<file path="src/verilog/rflw_pkg.sv">
// Package for the receive FIFO low watermark release block.
// Assumes one core clock domain and word-indexed register addresses.
package rflw_pkg;

  // Port count and widths
  localparam int unsigned NUM_PORTS    = 3;
  localparam int unsigned ADDR_W       = 12;
  localparam int unsigned DATA_W       = 32;
  localparam int unsigned THR_W        = 12;
  localparam int unsigned FILL_W       = 13;

  // One threshold count is one FIFO location of this many bytes
  localparam int unsigned LOC_BYTES    = 8;

  // Register indices (word addresses)
  localparam logic [11:0] RX_RELEASE_THRESHOLD_PORT1 = 12'h58b;
  localparam logic [11:0] RX_RELEASE_THRESHOLD_PORT2 = 12'h58c;
  localparam logic [11:0] RX_RELEASE_THRESHOLD_PORT3 = 12'h58d;
  localparam logic [11:0] RX_FLOW_STATUS             = 12'h5a0;

  // Field layout
  localparam int unsigned THR_LSB      = 0;
  localparam int unsigned THR_MSB      = 11;
  localparam int unsigned STATUS_LSB   = 0;

  // Reset value of each threshold, 114 locations
  localparam logic [11:0] THR_RESET    = 12'h072;

  // Per-port flow-control state
  typedef enum logic
  {
    RFLW_FC_OPEN = 1'b0,
    RFLW_FC_HOLD = 1'b1
  } rflw_fc_state_t;

endpackage : rflw_pkg

</file>
<file path="src/verilog/rflw_port_ctl.sv">
// Hysteresis flow-control state for one receive port.
// Assumes occupancy and thresholds are synchronous to clock.
module rflw_port_ctl
(
  // Clock and reset
  input  wire logic                        clock,
  input  wire logic                        reset,
  // Occupancy and thresholds in 8-byte locations
  input  wire logic [rflw_pkg::FILL_W-1:0] fill_level,
  input  wire logic [rflw_pkg::THR_W-1:0]  low_thr,
  input  wire logic [rflw_pkg::THR_W-1:0]  high_thr,
  // Flow-control request
  output logic                             flow_req
);

  rflw_pkg::rflw_fc_state_t state_q;
  rflw_pkg::rflw_fc_state_t state_d;
  logic [rflw_pkg::FILL_W-1:0] low_ext;
  logic [rflw_pkg::FILL_W-1:0] high_ext;

  // Thresholds widened to occupancy width, same location units
  assign low_ext  = {1'b0, low_thr};   // [RL1]
  assign high_ext = {1'b0, high_thr};  // [RL1]

  // Next state: raise above high, release below low, else hold
  always_comb
  begin
    state_d = state_q;
    case (state_q)
      rflw_pkg::RFLW_FC_OPEN:
      begin
        if (fill_level > high_ext)
        begin
          state_d = rflw_pkg::RFLW_FC_HOLD;  // [RL6]
        end
      end
      rflw_pkg::RFLW_FC_HOLD:
      begin
        // Raise wins if software set low above high
        if ((fill_level < low_ext) && !(fill_level > high_ext))
        begin
          state_d = rflw_pkg::RFLW_FC_OPEN;  // [RL2]
        end
      end
      default:
      begin
        state_d = rflw_pkg::RFLW_FC_OPEN;
      end
    endcase
  end

  // State register; inside the band nothing changes
  always_ff @(posedge clock)
  begin
    if (reset)
    begin
      state_q <= rflw_pkg::RFLW_FC_OPEN;
    end
    else
    begin
      state_q <= state_d;  // [RL7]
    end
  end

  assign flow_req = (state_q == rflw_pkg::RFLW_FC_HOLD);

endmodule : rflw_port_ctl

</file>
<file path="src/verilog/rflw_top.sv">
// Receive FIFO low watermark release block for ports 1 to 3.
// Holds the release thresholds, drives per-port flow-control requests.
// Assumes register strobes, occupancy and high thresholds come from
// logic on the same core clock; no synchronisers are needed.

// Functional notes
// RL1 - Threshold counts eight-byte FIFO locations
// RL2 - Release flow control below low watermark
// RL3 - 12-bit field, reset 0x072, upper zero
// RL4 - Software keeps low below high watermark
// RL5 - Separate registers at 0x58B, 0x58C, 0x58D
// RL6 - Raise flow control above high watermark
// RL7 - Hold request between thresholds, hysteresis
module rflw_top
(
  // Clock and reset
  input  wire logic                                           clock,
  input  wire logic                                           reset,
  // Register port
  input  wire logic [rflw_pkg::ADDR_W-1:0]                    reg_addr,
  input  wire logic [rflw_pkg::DATA_W-1:0]                    reg_wdata,
  input  wire logic                                           reg_write,
  input  wire logic                                           reg_read,
  output logic      [rflw_pkg::DATA_W-1:0]                    reg_rdata,
  // Receive FIFO occupancy, one entry per port, in locations
  input  wire logic [rflw_pkg::NUM_PORTS-1:0][rflw_pkg::FILL_W-1:0] fill_level,
  // High watermarks from the flow-control unit
  input  wire logic [rflw_pkg::NUM_PORTS-1:0][rflw_pkg::THR_W-1:0]  high_thr,
  // Flow-control requests, index 0 is port 1
  output logic      [rflw_pkg::NUM_PORTS-1:0]                 flow_req
);

  // Threshold register index for a port position
  function automatic logic [rflw_pkg::ADDR_W-1:0] thr_index(input int unsigned port);
    logic [rflw_pkg::ADDR_W-1:0] idx;
    idx = rflw_pkg::RX_RELEASE_THRESHOLD_PORT1;
    case (port)
      0:       idx = rflw_pkg::RX_RELEASE_THRESHOLD_PORT1;
      1:       idx = rflw_pkg::RX_RELEASE_THRESHOLD_PORT2;
      2:       idx = rflw_pkg::RX_RELEASE_THRESHOLD_PORT3;
      default: idx = rflw_pkg::RX_RELEASE_THRESHOLD_PORT1;
    endcase
    return idx;
  endfunction : thr_index

  // Address decode shared by the write and read paths
  function automatic logic thr_hit(input logic [rflw_pkg::ADDR_W-1:0] addr,
                                   input int unsigned                 port);
    return (addr == thr_index(port));
  endfunction : thr_hit

  logic [rflw_pkg::NUM_PORTS-1:0][rflw_pkg::THR_W-1:0] thr_q;
  logic [rflw_pkg::NUM_PORTS-1:0][rflw_pkg::THR_W-1:0] thr_d;
  logic [rflw_pkg::DATA_W-1:0]                         rdata_q;
  logic [rflw_pkg::DATA_W-1:0]                         rdata_d;
  logic [rflw_pkg::NUM_PORTS-1:0]                      req_w;
  logic [rflw_pkg::NUM_PORTS-1:0]                      req_q;

  // Threshold next values: a write to a port's own index loads it
  always_comb
  begin
    thr_d = thr_q;
    for (int unsigned p = 0; p < rflw_pkg::NUM_PORTS; p++)
    begin
      if (reg_write && thr_hit(reg_addr, p))  // [RL5]
      begin
        thr_d[p] = reg_wdata[rflw_pkg::THR_MSB:rflw_pkg::THR_LSB];  // [RL3]
      end
    end
  end

  // Threshold registers
  always_ff @(posedge clock)
  begin
    if (reset)
    begin
      for (int unsigned p = 0; p < rflw_pkg::NUM_PORTS; p++)
      begin
        thr_q[p] <= rflw_pkg::THR_RESET;  // [RL3]
      end
    end
    else
    begin
      thr_q <= thr_d;
    end
  end

  // Read data: valid only in the cycle after the read strobe
  always_comb
  begin
    rdata_d = '0;
    if (reg_read)
    begin
      for (int unsigned p = 0; p < rflw_pkg::NUM_PORTS; p++)
      begin
        if (thr_hit(reg_addr, p))
        begin
          // Bits above the field read as zero
          rdata_d[rflw_pkg::THR_MSB:rflw_pkg::THR_LSB] = thr_q[p];  // [RL3]
        end
      end
      if (reg_addr == rflw_pkg::RX_FLOW_STATUS)
      begin
        rdata_d[rflw_pkg::STATUS_LSB +: rflw_pkg::NUM_PORTS] = req_q;
      end
    end
  end

  // Read data register
  always_ff @(posedge clock)
  begin
    if (reset)
    begin
      rdata_q <= '0;
    end
    else
    begin
      rdata_q <= rdata_d;
    end
  end

  assign reg_rdata = rdata_q;

  // One hysteresis controller per port; software must keep low below
  // high, otherwise the raise condition takes priority
  for (genvar g = 0; g < rflw_pkg::NUM_PORTS; g++)
  begin : g_port
    rflw_port_ctl u_ctl
    (
      .clock      (clock),
      .reset      (reset),
      .fill_level (fill_level[g]),
      .low_thr    (thr_q[g]),
      .high_thr   (high_thr[g]),
      .flow_req   (req_w[g])
    );
  end

  // Request already comes from a flop inside each controller
  assign req_q    = req_w;
  assign flow_req = req_q;  // [RL2]

endmodule : rflw_top
</file>
<file path="config.mk">
export PLATFORM = sky130hd
export DESIGN_NAME = rflw_top
export DESIGN_NICKNAME = d
export VERILOG_FILES = /design/src/verilog/rflw_pkg.sv /design/src/verilog/rflw_port_ctl.sv /design/src/verilog/rflw_top.sv
export SDC_FILE = /design/constraint.sdc
export NUM_CORES = 1
export LEC_CHECK = 0
export BUFFER_PORTS_ARGS = -buffer_cell sky130_fd_sc_hd__buf_2
export CAP_MARGIN = 20
export CORE_MARGIN = 1
export CORE_UTILIZATION = 53
export CTS_CLUSTER_DIAMETER = 100
export DETAILED_ROUTE_END_ITERATION = 16
export PLACE_DENSITY = 0.95
export SLEW_MARGIN = 20
export SYNTH_ARGS = -nofsm -noshare
export SYNTH_HDL_FRONTEND = slang
export SYNTH_SLANG_ARGS = --single-unit
</file>
<file path="constraint.sdc">
create_clock -name clock -period 4 [get_ports clock]
set_input_delay 0.4 -clock clock [delete_from_list [all_inputs] [get_ports clock]]
set_output_delay 0.4 -clock clock [all_outputs]
set_load 0.02 [all_outputs]
</file>
**Word level (Yosys, flattened, before mapping)**

Index checks and enable logic that the tools add are counted.

- Register bits after elaboration: 71
- Input port bits: 123
- Output and inout port bits: 35
- Logic and storage cells: 51

- Order comparisons: 6
- Eq/ne operators: 7
- Muxes and demuxes: 16
- Bitwise operators: 4
- Reduce and logical (&&, ||, !) cells: 10

Operators by type and width:

| operator | number |
|---|---|
| 12-bit two-way mux | 6 |
| 12-bit by 11-bit == test with 1-bit output, second input constant | 4 |
| 13-bit by 12-bit > comparator with 1-bit output | 3 |
| 13-bit by 12-bit less-than comparator with 1-bit output | 3 |
| 12-bit == test | 3 |
| 1-bit logical AND | 6 |
| 1-bit two-way mux | 6 |
| 1-bit case mux with 2 select lines | 3 |
| 1-bit inverter | 4 |
| 1-bit logical NOT | 3 |
| 3-bit two-way mux | 1 |
| 2-bit OR reduction | 1 |

**Depth between registers and ports, before layout**

Gate-level depths: netlist (run 1).

- Depth after elaboration: 6
- Gate-level depth with buffers: 7
- Depth with buffers taken out: 7

**Hierarchy**

From an unflattened synthesis (run 1), not the netlist that was laid out.

- Cells, all modules: 484
- Area total of the unflattened synthesis: 4031.4 µm²

By module, submodules not included:

| module | instances | cells an instance | area an instance (µm²) | sequential area each (µm²) |
|---|---|---|---|---|
| rflw_top | 1 | 229 | 2135.8 | 960.9 |
| rflw_port_ctl | 3 | 85 | 631.9 | 20.0 |

**Least setup slack after synthesis (run 1)**

Ideal clock, no wire load.

- Path kind: input -> register
- Start point: in high_thr[22] (netlist bit)
- End point: reg g_port[1].u_ctl.state_q
- Setup time: 122 ps
- Data arrival time: 1678 ps
- Data required time: 3878 ps
- Path slack: 2200 ps
- Stages on the path: 7
- Path buffers: 0
- Path through: inv_1 ha_1 nand4b_1 nor2_1 a2111oi_0 o311ai_0 a311o_1

- Longest elaborated chain between the ends: 5
- Elaborated cells on any way between the ends: 6
- Those cells by class: order compare: 1; mux: 3; reduce/logical: 2

Ends and longest elaborated chain:

| item | RTL line | text |
|---|---|---|
| from (decl) | rflw_top.sv:28 | `input wire logic [rflw_pkg::NUM_PORTS-1:0][rflw_pkg::THR_W-1:0] high_thr,` |
| 13-bit by 12-bit > comparator with 1-bit output * | rflw_port_ctl.sv:32, rflw_port_ctl.sv:40 |  |
| 1-bit logical NOT | rflw_port_ctl.sv:40 | `if ((fill_level < low_ext) && !(fill_level > high_ext))` |
| 1-bit logical AND | rflw_port_ctl.sv:40 |  |
| 1-bit two-way mux | rflw_port_ctl.sv:40 |  |
| 1-bit case mux with 2 select lines * | rflw_port_ctl.sv:29 | `case (state_q)` |
| to (signal assigned) | rflw_port_ctl.sv:57 | `state_q <= rflw_pkg::RFLW_FC_OPEN;` |
| to (signal assigned) | rflw_port_ctl.sv:61 | `state_q <= state_d;` |
| to (decl) | rflw_port_ctl.sv:16 | `rflw_pkg::rflw_fc_state_t state_q;` |

Mark *: on every way between the ends. The rest lies on a longest branch, timed or not.
A chain may end at the register's enable or synchronous reset.

**Worst setup path after layout (run 1)**

- Start point: in reg_addr[0] (netlist bit)
- End point: reg thr_q[6] (netlist bit)

- Longest elaborated chain between the ends: 2

Ends and longest elaborated chain:

| item | RTL line | text |
|---|---|---|
| from (decl) | rflw_top.sv:20 | `input wire logic [rflw_pkg::ADDR_W-1:0] reg_addr,` |
| 12-bit by 11-bit == test with 1-bit output | rflw_top.sv:49 | `return (addr == thr_index(port));` |
| 1-bit logical AND | rflw_top.sv:65 | `if (reg_write && thr_hit(reg_addr, p))` |
| to (signal, indexed assignment) | rflw_top.sv:79 | `thr_q[p] <= rflw_pkg::THR_RESET;` |
| to (signal assigned) | rflw_top.sv:84 | `thr_q <= thr_d;` |
| to (decl) | rflw_top.sv:52 | `logic [rflw_pkg::NUM_PORTS-1:0][rflw_pkg::THR_W-1:0] thr_q;` |

Every way passes these cells.

==> qor.yml, run 1 <==
drtIter0Drc: 296
min_to: "thr_q[4]"
root_buffer: "clkbuf_8"
hold_buffers: 0
diodes: 0
power_density_mw_per_mm2: 229
clock_skew_ns: 0.00459
arrival_ns: 2.29
die_y_um: 87.8
die_w_um: 87.8
r2r_cells: 7
dp_hpwl_um: 8130
grt_usage_pct: 26.1
slew_viol_final: 0
synth-compound-area-share_pct: 11.9
dpl.cell_count: 656
min_period_ns: 2.10
cts_tree: "done"
status: "finished, final reports clean"
p_int_uw: 730
clk_latency_ns: 0.31
fillers: 549
detail_route.wl_per_cell_um: 14.5
period_share_pct: 52.6
clk_path_buf_depth: 2
regArea_sq_mm: 0.00102
hp-class: "input port to register"
synth-xor-area-share_pct: 0
place_area_sq_mm: 0.00443
p_leak_uw: 0.00253
post_cts_buffers: 0
min-delay-start: "reg_wdata[4]"
slew_headroom_pct: 39.9
wl_um: 9640
rrSetupSlack_ns: 2.25
fin_tns_setup_ns: 0
synth_flop_cell: "dfxtp_1"
crit_chain: "buf_2 > and4b_1 > nand4_1 > mux2i_1 > nand2_1"
synthCells: 459
reg2reg_from: "thr_q[20]"
final_cells: 664
drv_cap: 0
viasPerCell: 5.45
row_count: 30
required_ns: 4.18
yosysUniqueCellTypes: 41
critPathMaxStageDelay_ns: 0.71
grt_setup_unrepaired: "false"
critPathCaptureType: "register"
whs_path_depth: 3
clock_sinks: 51
ys_seq_area_share_pct: 26.2
p_seq_share_pct: 50.0
yosysTopAreaCell: "dfxtp_1"
finalInstanceArea_sq_mm: 0.00452
drive_gt1_share_pct: 22.4
port_buffers: 117
synth_warnings: 0
area_delta_synth_final_pct: 15.7
ant_nets: 0
finalSetupViolCount: 0
boundaryPins: 158
multiInputGateArea_sq_mm: 0.00243
synthTopCellsByArea: "dfxtp_1, ha_1, mux2i_1, inv_1, buf_4"
grt_pass1_vias: 3599
yosys.area_share.simple_pct: 15.0
p_clk_share_pct: 28.8
grt_pass1_wl_um: 15600
dieArea_sq_mm: 0.00771
synth_edf_count: 0
h-tree-depth: 2
ys_seq_elements: 51
avgSynthCellArea_sq_um: 8.50
r2r_end: "g_port[1].u_ctl.flow_req"
synthArstFlopShare_pct: 0
startpoint_type: "input port"
drc_errors: 0
start_util_pct: 56.2
sw_frac_of_total_pct: 29.3
clkTransAtPathRegs_ns: 0.09
switchingPower_uw: 303
crit_slowest_cell: "nand4_1"
cts_buffers: 5
layout.nets: 759
core_sq_mm: 0.00694
grt_overflow_total: 0
combPwrFrac_pct: 21.2
fmax_ghz: 0.475
cts_resized: 0
cp_max_fo: 16
worst_pin_slew_ns: 0.898
place.gp.congestion: 0.877
ir_drop_uv: 121
yosys.area_share.adder_pct: 22.1
grt_max_degree: 29
synthesis.area_sq_mm: 0.00390
yosysTopAreaCellShare_pct: 26.2
synth.area.mux_share_pct: 11.3
vias: 3617
post-route-util_pct: 65.0
synth_top_family_by_area: "adder cells"
first_pass_iters: 4
antenna_found_initial: 0
hold_violations: 0
worst-setup-path-type: "input port to register"
[worst max path at each step]
stage | start | endpoint | slack [ns]
floorplan | high_thr[22] | g_port[1].u_ctl.flow_req | 2.20
global placement | reset | reg_rdata[1] | 1.66
detailed placement | reg_addr[0] | thr_q[11] | 1.60
CTS | reg_addr[4] | thr_q[6] | 1.92
global route | reg_addr[5] | thr_q[28] | 1.81
finish | reg_addr[0] | thr_q[6] | 1.90
[per-layer routing]
| metal | GRT usage (%) | wire [um] | vias up |
|---|---|---|---|
| met4 | 13.4 | 395 | 0 |
| met5 | 0 | 0 | - |
| met1 | 28.7 | 3750 | 1652 |
| met3 | 5.00 | 620 | 39 |
| li1 | - | - | 1766 |
| met2 | 47.7 | 4870 | 160 |
[synth_stat cells (3+ instances only)]
master      n
a221o_1     4
mux2i_1    44
a21oi_1    16
a21o_1      8
inv_1      73
buf_4      24
clkbuf_1    4
a211oi_1    4
and4b_1     4
dfxtp_1    51
nor2_1     38
nand4b_1    4
and3_1      5
nand2_1    35
ha_1       69
nand4_1     7
nor3_1      3
nand3_1     7
o21ai_0    17
o211ai_1    7
a2111oi_0   3
buf_2       5
[placed cells by master, fill, tap and decap left out, types with 3 or more instances in the layout]
cell type	count
buf_2	117
inv_1	73
ha_1	69
dfxtp_1	51
mux2i_1	44
nor2_1	38
nand2_1	35
conb_1	20
o21ai_0	17
a21oi_1	16
a21o_1	8
nand4_1	7
nand3_1	7
o211ai_1	7
and3_1	5
clkbuf_8	5
and4b_1	4
a221o_1	4
a211oi_1	4
nand4b_1	4
nor3_1	3
a2111oi_0	3
[power groups by stage]
stage          combinational, uW  clock, uW  sequential [uW]
3_5_place_dp                 218          0              528
4_1_cts                      220        294              516
5_1_grt                      249        322              516
6_report                     219        297              516
2_1_floorplan                144          0              525
3_3_place_gp                 202          0              528
[critical path, delay by kind of cell]
kind                   cells  cell delay (ns)
buffers and inverters      1             0.37
multiplexers               1             0.43
AND/OR/NAND/NOR            3             1.08
[area by class of cell]
type,instances,area share [%]
Inverter,73,6.07
Clock inverter,3,0.443
Clock buffer,5,1.52
Timing Repair Buffer,117,13.0
Multi-Input combinational cell,319,53.7
Sequential cell,51,22.6
Tap cell,96,2.66
[cell families (layout without fill, tap and decap cells)]
kind of cell,Yosys count,count (layout)
buffers and inverters,108,198
and+or+nand+nor,117,117
muxes,44,44
other,1,20
AOI/OAI and AO/OA,69,69
adders and majority gates,69,69
DFF,51,51
[through the flow]
| step | hold WS (ns) | total power [uW] | worst slack (ns) |
|---|---|---|---|
| 2_1_floorplan | 0.447 | 669 | 2.20 |
| 3_3_place_gp | 0.466 | 730 | 1.66 |
| 3_5_place_dp | 0.476 | 746 | 1.60 |
| 4_1_cts | 0.347 | 1030 | 1.92 |
| 5_1_grt | 0.338 | 1090 | 1.81 |
| 6_report | 0.351 | 1030 | 1.90 |
[registers in the layout, indices dropped and copies added (netlist names)]
register,flops
g_port.u_ctl.flow_req,3
reg_rdata,12
thr_q,36
No activity file was read; power rests on OpenSTA's default activity.
==> run 2, diff against run 1 <==
- CORE_UTILIZATION: 53 -> 45
- PLACE_DENSITY: 0.95 -> 0.88
- clock period: 4 -> 1.71 ns (I/O delays scaled with it)
==> run 2 against run 1 <==
  * Critical path depth rose by 1
  * Via count shrank 1.4%
  * Design area is 4.7% higher
  * Largest cell class unchanged
  * Power increased by 140%
  * Die area rose by 17%
  * Utilization down 8.0 points
  * Clock power rose by 140%
  * Highest routed layer unchanged
  * Non-clock buffer count is 17 higher
==> qor.yml, run 2 (same netlist as run 1, synthesis figures left out) <==
period_share_pct: 95.3
sw_frac_of_total_pct: 29.3  # about the same
h-tree-depth: 2  # unchanged
regMostFlops: "thr_q"  # unchanged
drc_errors: 0  # unchanged
mostFrequentLayoutCells: "buf_2, inv_1, ha_1"  # unchanged
fin_ws_ns: 0.0796  # was 1.90 ns
crit_slowest_cell: "dfxtp_2"  # was nand4_1
boundaryPins: 158  # unchanged
clkTransAtPathRegs_ns: 0.10  # was 0.09 ns
reg2reg_from: "thr_q[22]"  # was thr_q[20]
start_util_pct: 47.0  # was 56.2%
worst-setup-path-type: "register to register"  # was input port to register
row_count: 33  # was 30
clock_sinks: 51  # unchanged
drive_gt1_share_pct: 27.2  # was 22.4%
detail_route.wl_per_cell_um: 13.9  # was 14.5 um
ant_nets: 0  # unchanged
startpoint: "thr_q[22]"  # was reg_addr[0]
hold_buffers: 0  # unchanged
area_delta_synth_final_pct: 21.2  # was 15.7%
min_period_ns: 1.63
crit_chain: "inv_1 > ha_1 > a21o_1 > a211oi_2 > o21ai_1 > a311o_1"  # was buf_2 > and4b_1 > nand4_1 > mux2i_1 > nand2_1
root_buffer: "clkbuf_8"  # unchanged
min-delay-start: "reg_wdata[5]"  # was reg_wdata[4]
first_pass_iters: 4  # unchanged
power_density_mw_per_mm2: 519  # was 229 mW/mm^2
final_common_cell: "buf_2"  # unchanged
regArea_sq_mm: 0.00103  # was 0.00102 sq mm
critPathCaptureType: "register"  # unchanged
required_ns: 1.91  # was 4.18 ns
multiInputGateArea_sq_mm: 0.00248  # was 0.00243 sq mm
fin_tns_setup_ns: 0  # unchanged
worst_pin_slew_ns: 0.490  # was 0.898 ns
status: "finished, final reports clean"  # unchanged
arrival_ns: 1.83  # was 2.29 ns
slew_viol_final: 0  # unchanged
grt_overflow_total: 0  # unchanged
dieArea_sq_mm: 0.00905  # was 0.00771 sq mm
ir_drop_uv: 310  # was 121 uV
cp_max_fo: 3  # was 16
drtIter0Drc: 196  # was 296
finalSetupViolCount: 0  # unchanged
wl_um: 9580  # was 9640 um
p_int_uw: 1740  # was 730 uW
p_clk_share_pct: 28.9  # was 28.8%
antenna_found_initial: 0  # unchanged
clk_path_buf_depth: 2  # unchanged
fmax_ghz: 0.613
largest_reg_flops: 36  # unchanged
grt_pass1_wl_um: 15300  # was 15600 um
grt_pass1_vias: 3495  # was 3599
critPathMaxStageDelay_ns: 0.35  # was 0.71 ns
post_cts_buffers: 0  # unchanged
switchingPower_uw: 718  # was 303 uW
grt_usage_pct: 21.5  # was 26.1%
slew_headroom_pct: 66.9  # was 39.9%
pre_cts_ws_ns: -0.203  # was 1.60 ns
grt_max_degree: 18  # was 29
core_sq_mm: 0.00830  # was 0.00694 sq mm
startpoint_type: "register"  # was input port
vias: 3567  # was 3617
die_y_um: 95.1  # was 87.8 um
drv_cap: 0  # unchanged
layout.nets: 776  # was 759
clock_skew_ns: 0.0106  # was 0.00459 ns
hp-class: "input port to register"  # unchanged
cts_buffers: 5  # unchanged
p_leak_uw: 0.00262  # was 0.00253 uW
combPwrFrac_pct: 22.0  # was 21.2%
fillers: 719  # was 549
viasPerCell: 5.17  # was 5.45
dp_hpwl_um: 8100  # was 8130 um
p_seq_share_pct: 49.2  # was 50.0%
cts_tree: "done"  # unchanged
hold_violations: 0  # unchanged
grt_setup_unrepaired: "false"  # unchanged
diodes: 0  # unchanged
clk_latency_ns: 0.31  # about the same
place.gp.congestion: 0.854  # was 0.877
die_w_um: 95.1  # was 87.8 um
port_buffers: 117  # unchanged
## run 2: what timing repair did
item	in CTS	in global routing
endpoints found under the setup margin	1	3
pin swaps	0	2
hold endpoints to repair	0	0
resized for setup	1	18
## run 2: final cells by class
| class | count | share of cell area, % |
|---|---|---|
| Inverter | 73 | 5.79 |
| Clock inverter | 3 | 0.503 |
| Multi-Input combinational cell | 319 | 52.4 |
| Timing Repair Buffer | 134 | 15.3 |
| Tap cell | 105 | 2.78 |
| Sequential cell | 51 | 21.8 |
| Clock buffer | 5 | 1.46 |
## run 2: final timing paths
kind                         endpoint  slack (ns)  cells after the start
min                          thr_q[5]        0.12                      3
max          g_port[1].u_ctl.flow_req        0.08                      6
min reg2reg              reg_rdata[4]        0.49                      2
max reg2reg  g_port[1].u_ctl.flow_req        0.08                      6
## run 2: critical path: cells and delay by family (launching register included)
| kind | cells | cell delay, ns |
|---|---|---|
| buf+inv | 1 | 0.06 |
| flops | 1 | 0.35 |
| compound gates | 4 | 0.81 |
| fa+ha+maj | 1 | 0.30 |
## run 2: power by group through the flow
| stage | registers, uW | logic (uW) | clock network (uW) |
|---|---|---|---|
| floorplan | 1230 | 337 | 0 |
| global placement | 1240 | 492 | 0 |
| detailed placement | 1240 | 527 | 0 |
| CTS | 1210 | 530 | 715 |
| global route | 1210 | 614 | 763 |
| finish | 1210 | 540 | 709 |
## run 2: metrics by stage
step / hold WS, ns / instance area, sq um / util, % / instances / total power [uW]
CTS: 0.110 / 4670 / 56.3 / 690 / 2450
global placement: 0.431 / 4580 / 55.2 / 682 / 1730
detailed placement: 0.438 / 4580 / 55.2 / 682 / 1760
finish: 0.117 / 4730 / 57.0 / 690 / 2460
global route: 0.119 / 4730 / 57.0 / 690 / 2580
floorplan: 0.296 / 3970 / - / 478 / 1570
## run 2: metal layers
layer | GRT usage [%] | vias to the layer above | routed length [um]
met3 | 2.95 | 21 | 592
met5 | 0 | - | 0
li1 | - | 1792 | -
met4 | 7.83 | 0 | 229
met2 | 39.6 | 131 | 4780
met1 | 24.9 | 1623 | 3980
==> run 3, diff against run 2 <==
- CELL_PAD_IN_SITES_DETAIL_PLACEMENT: unset -> 1
- CELL_PAD_IN_SITES_GLOBAL_PLACEMENT: unset -> 1
- CORE_UTILIZATION: 45 -> 32
==> run 3 against run 2 <==
  * Power up 19%
  * Routed wire length rose by 23%
  * Cell count up 6.2%
  * Via count grew 2.8%
  * Utilization shrank 15 points
  * Highest routed layer unchanged
  * Sequential share of layout area shrank 0.69 points
  * Largest cell class unchanged
  * Design area rose by 3.3%
==> qor.yml, run 3 (same netlist as run 1, synthesis figures left out) <==
viasPerCell: 5.00  # was 5.17
slew_viol_final: 0  # unchanged
clkTransAtPathRegs_ns: 0.07  # was 0.10 ns
clk_path_buf_depth: 2  # unchanged
slew_headroom_pct: 61.2  # was 66.9%
h-tree-depth: 2  # unchanged
drv_cap: 0  # unchanged
place.gp.congestion: 0.808  # was 0.854
crit_chain: "inv_1 > ha_1 > and2_1 > a221o_1 > nand2_1 > o21ai_0 > a311o_1"  # was inv_1 > ha_1 > a21o_1 > a211oi_2 > o21ai_1 > a311o_1
endpoint: "g_port[1].u_ctl.flow_req"  # unchanged
p_clk_share_pct: 39.6  # was 28.9%
startpoint_type: "register"  # unchanged
wl_um: 11800  # was 9580 um
drtIter0Drc: 133  # was 196
hold_buffers: 0  # unchanged
rrSetupSlack_ns: 0.07  # was 0.08 ns
vias: 3668  # was 3567
r2r_end: "g_port[1].u_ctl.flow_req"  # unchanged
required_ns: 1.89  # was 1.91 ns
p_int_uw: 2150  # was 1740 uW
mostFrequentLayoutCells: "buf_2, inv_1, ha_1"  # unchanged
grt_pass1_vias: 4001  # was 3495
cp_max_fo: 3  # unchanged
place_area_sq_mm: 0.00465  # was 0.00458 sq mm
period_share_pct: 96.0  # was 95.3%
min-delay-start: "reg_wdata[4]"  # was reg_wdata[5]
power_density_mw_per_mm2: 601  # was 519 mW/mm^2
sw_frac_of_total_pct: 26.8  # was 29.3%
largest_reg_flops: 36  # unchanged
finalSetupViolCount: 0  # unchanged
p_leak_uw: 0.00269  # was 0.00262 uW
p_seq_share_pct: 41.2  # was 49.2%
dieArea_sq_mm: 0.0126  # was 0.00905 sq mm
final_cells: 733  # was 690
reg2reg_from: "thr_q[20]"  # was thr_q[22]
first_pass_iters: 4  # unchanged
min_period_ns: 1.64  # was 1.63 ns
start_util_pct: 33.5  # was 47.0%
worst_pin_slew_ns: 0.574  # was 0.490 ns
switchingPower_uw: 787  # was 718 uW
layout.nets: 781  # was 776
drc_errors: 0  # unchanged
area_delta_synth_final_pct: 25.2  # was 21.2%
final_common_cell: "buf_2"  # unchanged
clock_sinks: 51  # unchanged
grt_overflow_total: 0  # unchanged
ant_nets: 0  # unchanged
root_buffer: "clkbuf_16"  # was clkbuf_8
detail_route.wl_per_cell_um: 16.1  # was 13.9 um
cts_buffers: 5  # unchanged
hp-class: "input port to register"  # unchanged
clock_skew_ns: 0.00571  # was 0.0106 ns
critPathCaptureType: "register"  # unchanged
ir_drop_uv: 343  # was 310 uV
pre_cts_ws_ns: -0.303  # was -0.203 ns
die_w_um: 112  # was 95.1 um
clk_latency_ns: 0.29  # was 0.31 ns
startpoint: "thr_q[20]"  # was thr_q[22]
regMostFlops: "thr_q"  # unchanged
dpl.cell_count: 723  # was 682
worst-setup-path-type: "register to register"  # unchanged
grt_usage_pct: 19.3  # was 21.5%
drive_gt1_share_pct: 27.6  # was 27.2%
status: "finished, final reports clean"  # unchanged
r2r_cells: 7  # was 6
cts_tree: "done"  # unchanged
crit_slowest_cell: "dfxtp_2"  # unchanged
finalInstanceArea_sq_mm: 0.00488  # was 0.00473 sq mm
arrival_ns: 1.82  # was 1.83 ns
fin_ws_ns: 0.0692  # was 0.0796 ns
row_count: 39  # was 33
antenna_found_initial: 0  # unchanged
die_y_um: 112  # was 95.1 um
boundaryPins: 158  # unchanged
dp_hpwl_um: 9840  # was 8100 um
core_sq_mm: 0.0117  # was 0.00830 sq mm
grt_pass1_wl_um: 19300  # was 15300 um
grt_max_degree: 18  # unchanged
combPwrFrac_pct: 19.2  # was 22.0%
fin_tns_setup_ns: 0  # unchanged
critPathMaxStageDelay_ns: 0.35  # about the same
fmax_ghz: 0.609  # was 0.613 GHz
diodes: 0  # unchanged
hold_violations: 0  # unchanged
port_buffers: 117  # unchanged
[run 3: cell count changes in the layout (fill, tap and decap cells not counted), moves of 2 or more]
cell | previous run | this run
ha_4 | 3 | 1
clkbuf_16 | 0 | 5
ha_1 | 66 | 68
a21oi_1 | 15 | 13
clkbuf_8 | 5 | 0
inv_2 | 2 | 0
a21oi_2 | 1 | 3
inv_1 | 71 | 73
buf_4 | 16 | 21
[run 3: power groups by stage]
stage | Clock, uW | Combinational (uW) | Sequential [uW]
2_1_floorplan | 0 | 337 | 1230
3_3_place_gp | 0 | 505 | 1240
3_5_place_dp | 0 | 552 | 1240
4_1_cts | 1160 | 558 | 1210
5_1_grt | 1230 | 642 | 1210
6_report | 1160 | 565 | 1210
[run 3: critical path: cells and delay by family (launching register included)]
kind / cells / cell delay [ns]
compound gates: 3 / 0.63
fa+ha+maj: 1 / 0.28
flops: 1 / 0.35
buf+inv: 1 / 0.06
simple gates: 2 / 0.21
[run 3: worst min-delay path by stage]
stage | slack (ns) | endpoint | cells past startpoint
after detailed placement | 0.45 | thr_q[4] | 3
after CTS | 0.15 | thr_q[4] | 3
final | 0.15 | thr_q[28] | 3
after global routing | 0.16 | thr_q[4] | 3
after floorplan | 0.30 | thr_q[1] | 2
after global placement | 0.43 | thr_q[6] | 3
[run 3: cell type report]
| class | instances | area, sq um |
|---|---|---|
| inverters | 73 | 274 |
| clock buffers | 5 | 125 |
| well taps | 143 | 179 |
| repair buffers | 139 | 763 |
| multi-input cells | 319 | 2470 |
| clock inverters | 3 | 46.3 |
| flip-flops and latches | 51 | 1030 |
| fillers | 1424 | 6780 |
[run 3: repair_timing]
item	CTS	global route
setup endpoints to repair	2	3
setup buffers	0	2
gates resized for setup	3	17
cloned	0	0
pin swaps	0	0
[run 3: per-stage QoR]
step                      hold WS (ns)  util [%]  power [uW]
after floorplan                  0.296         -        1570
after global placement           0.432      39.9        1740
after detailed placement         0.446      39.9        1790
after CTS                        0.148      41.4        2930
after global routing             0.163      41.9        3080
final                            0.147      41.9        2930
[run 3: per-layer routing]
| layer | vias up | part of all wire, % | global-route usage, % |
|---|---|---|---|
| met4 | 0 | 1.9 | 6.22 |
| met1 | 1747 | 40 | 21.5 |
| met3 | 15 | 4.5 | 2.21 |
| met2 | 106 | 53 | 37.8 |
| li1 | 1800 | - | - |
| met5 | - | 0 | 0 |
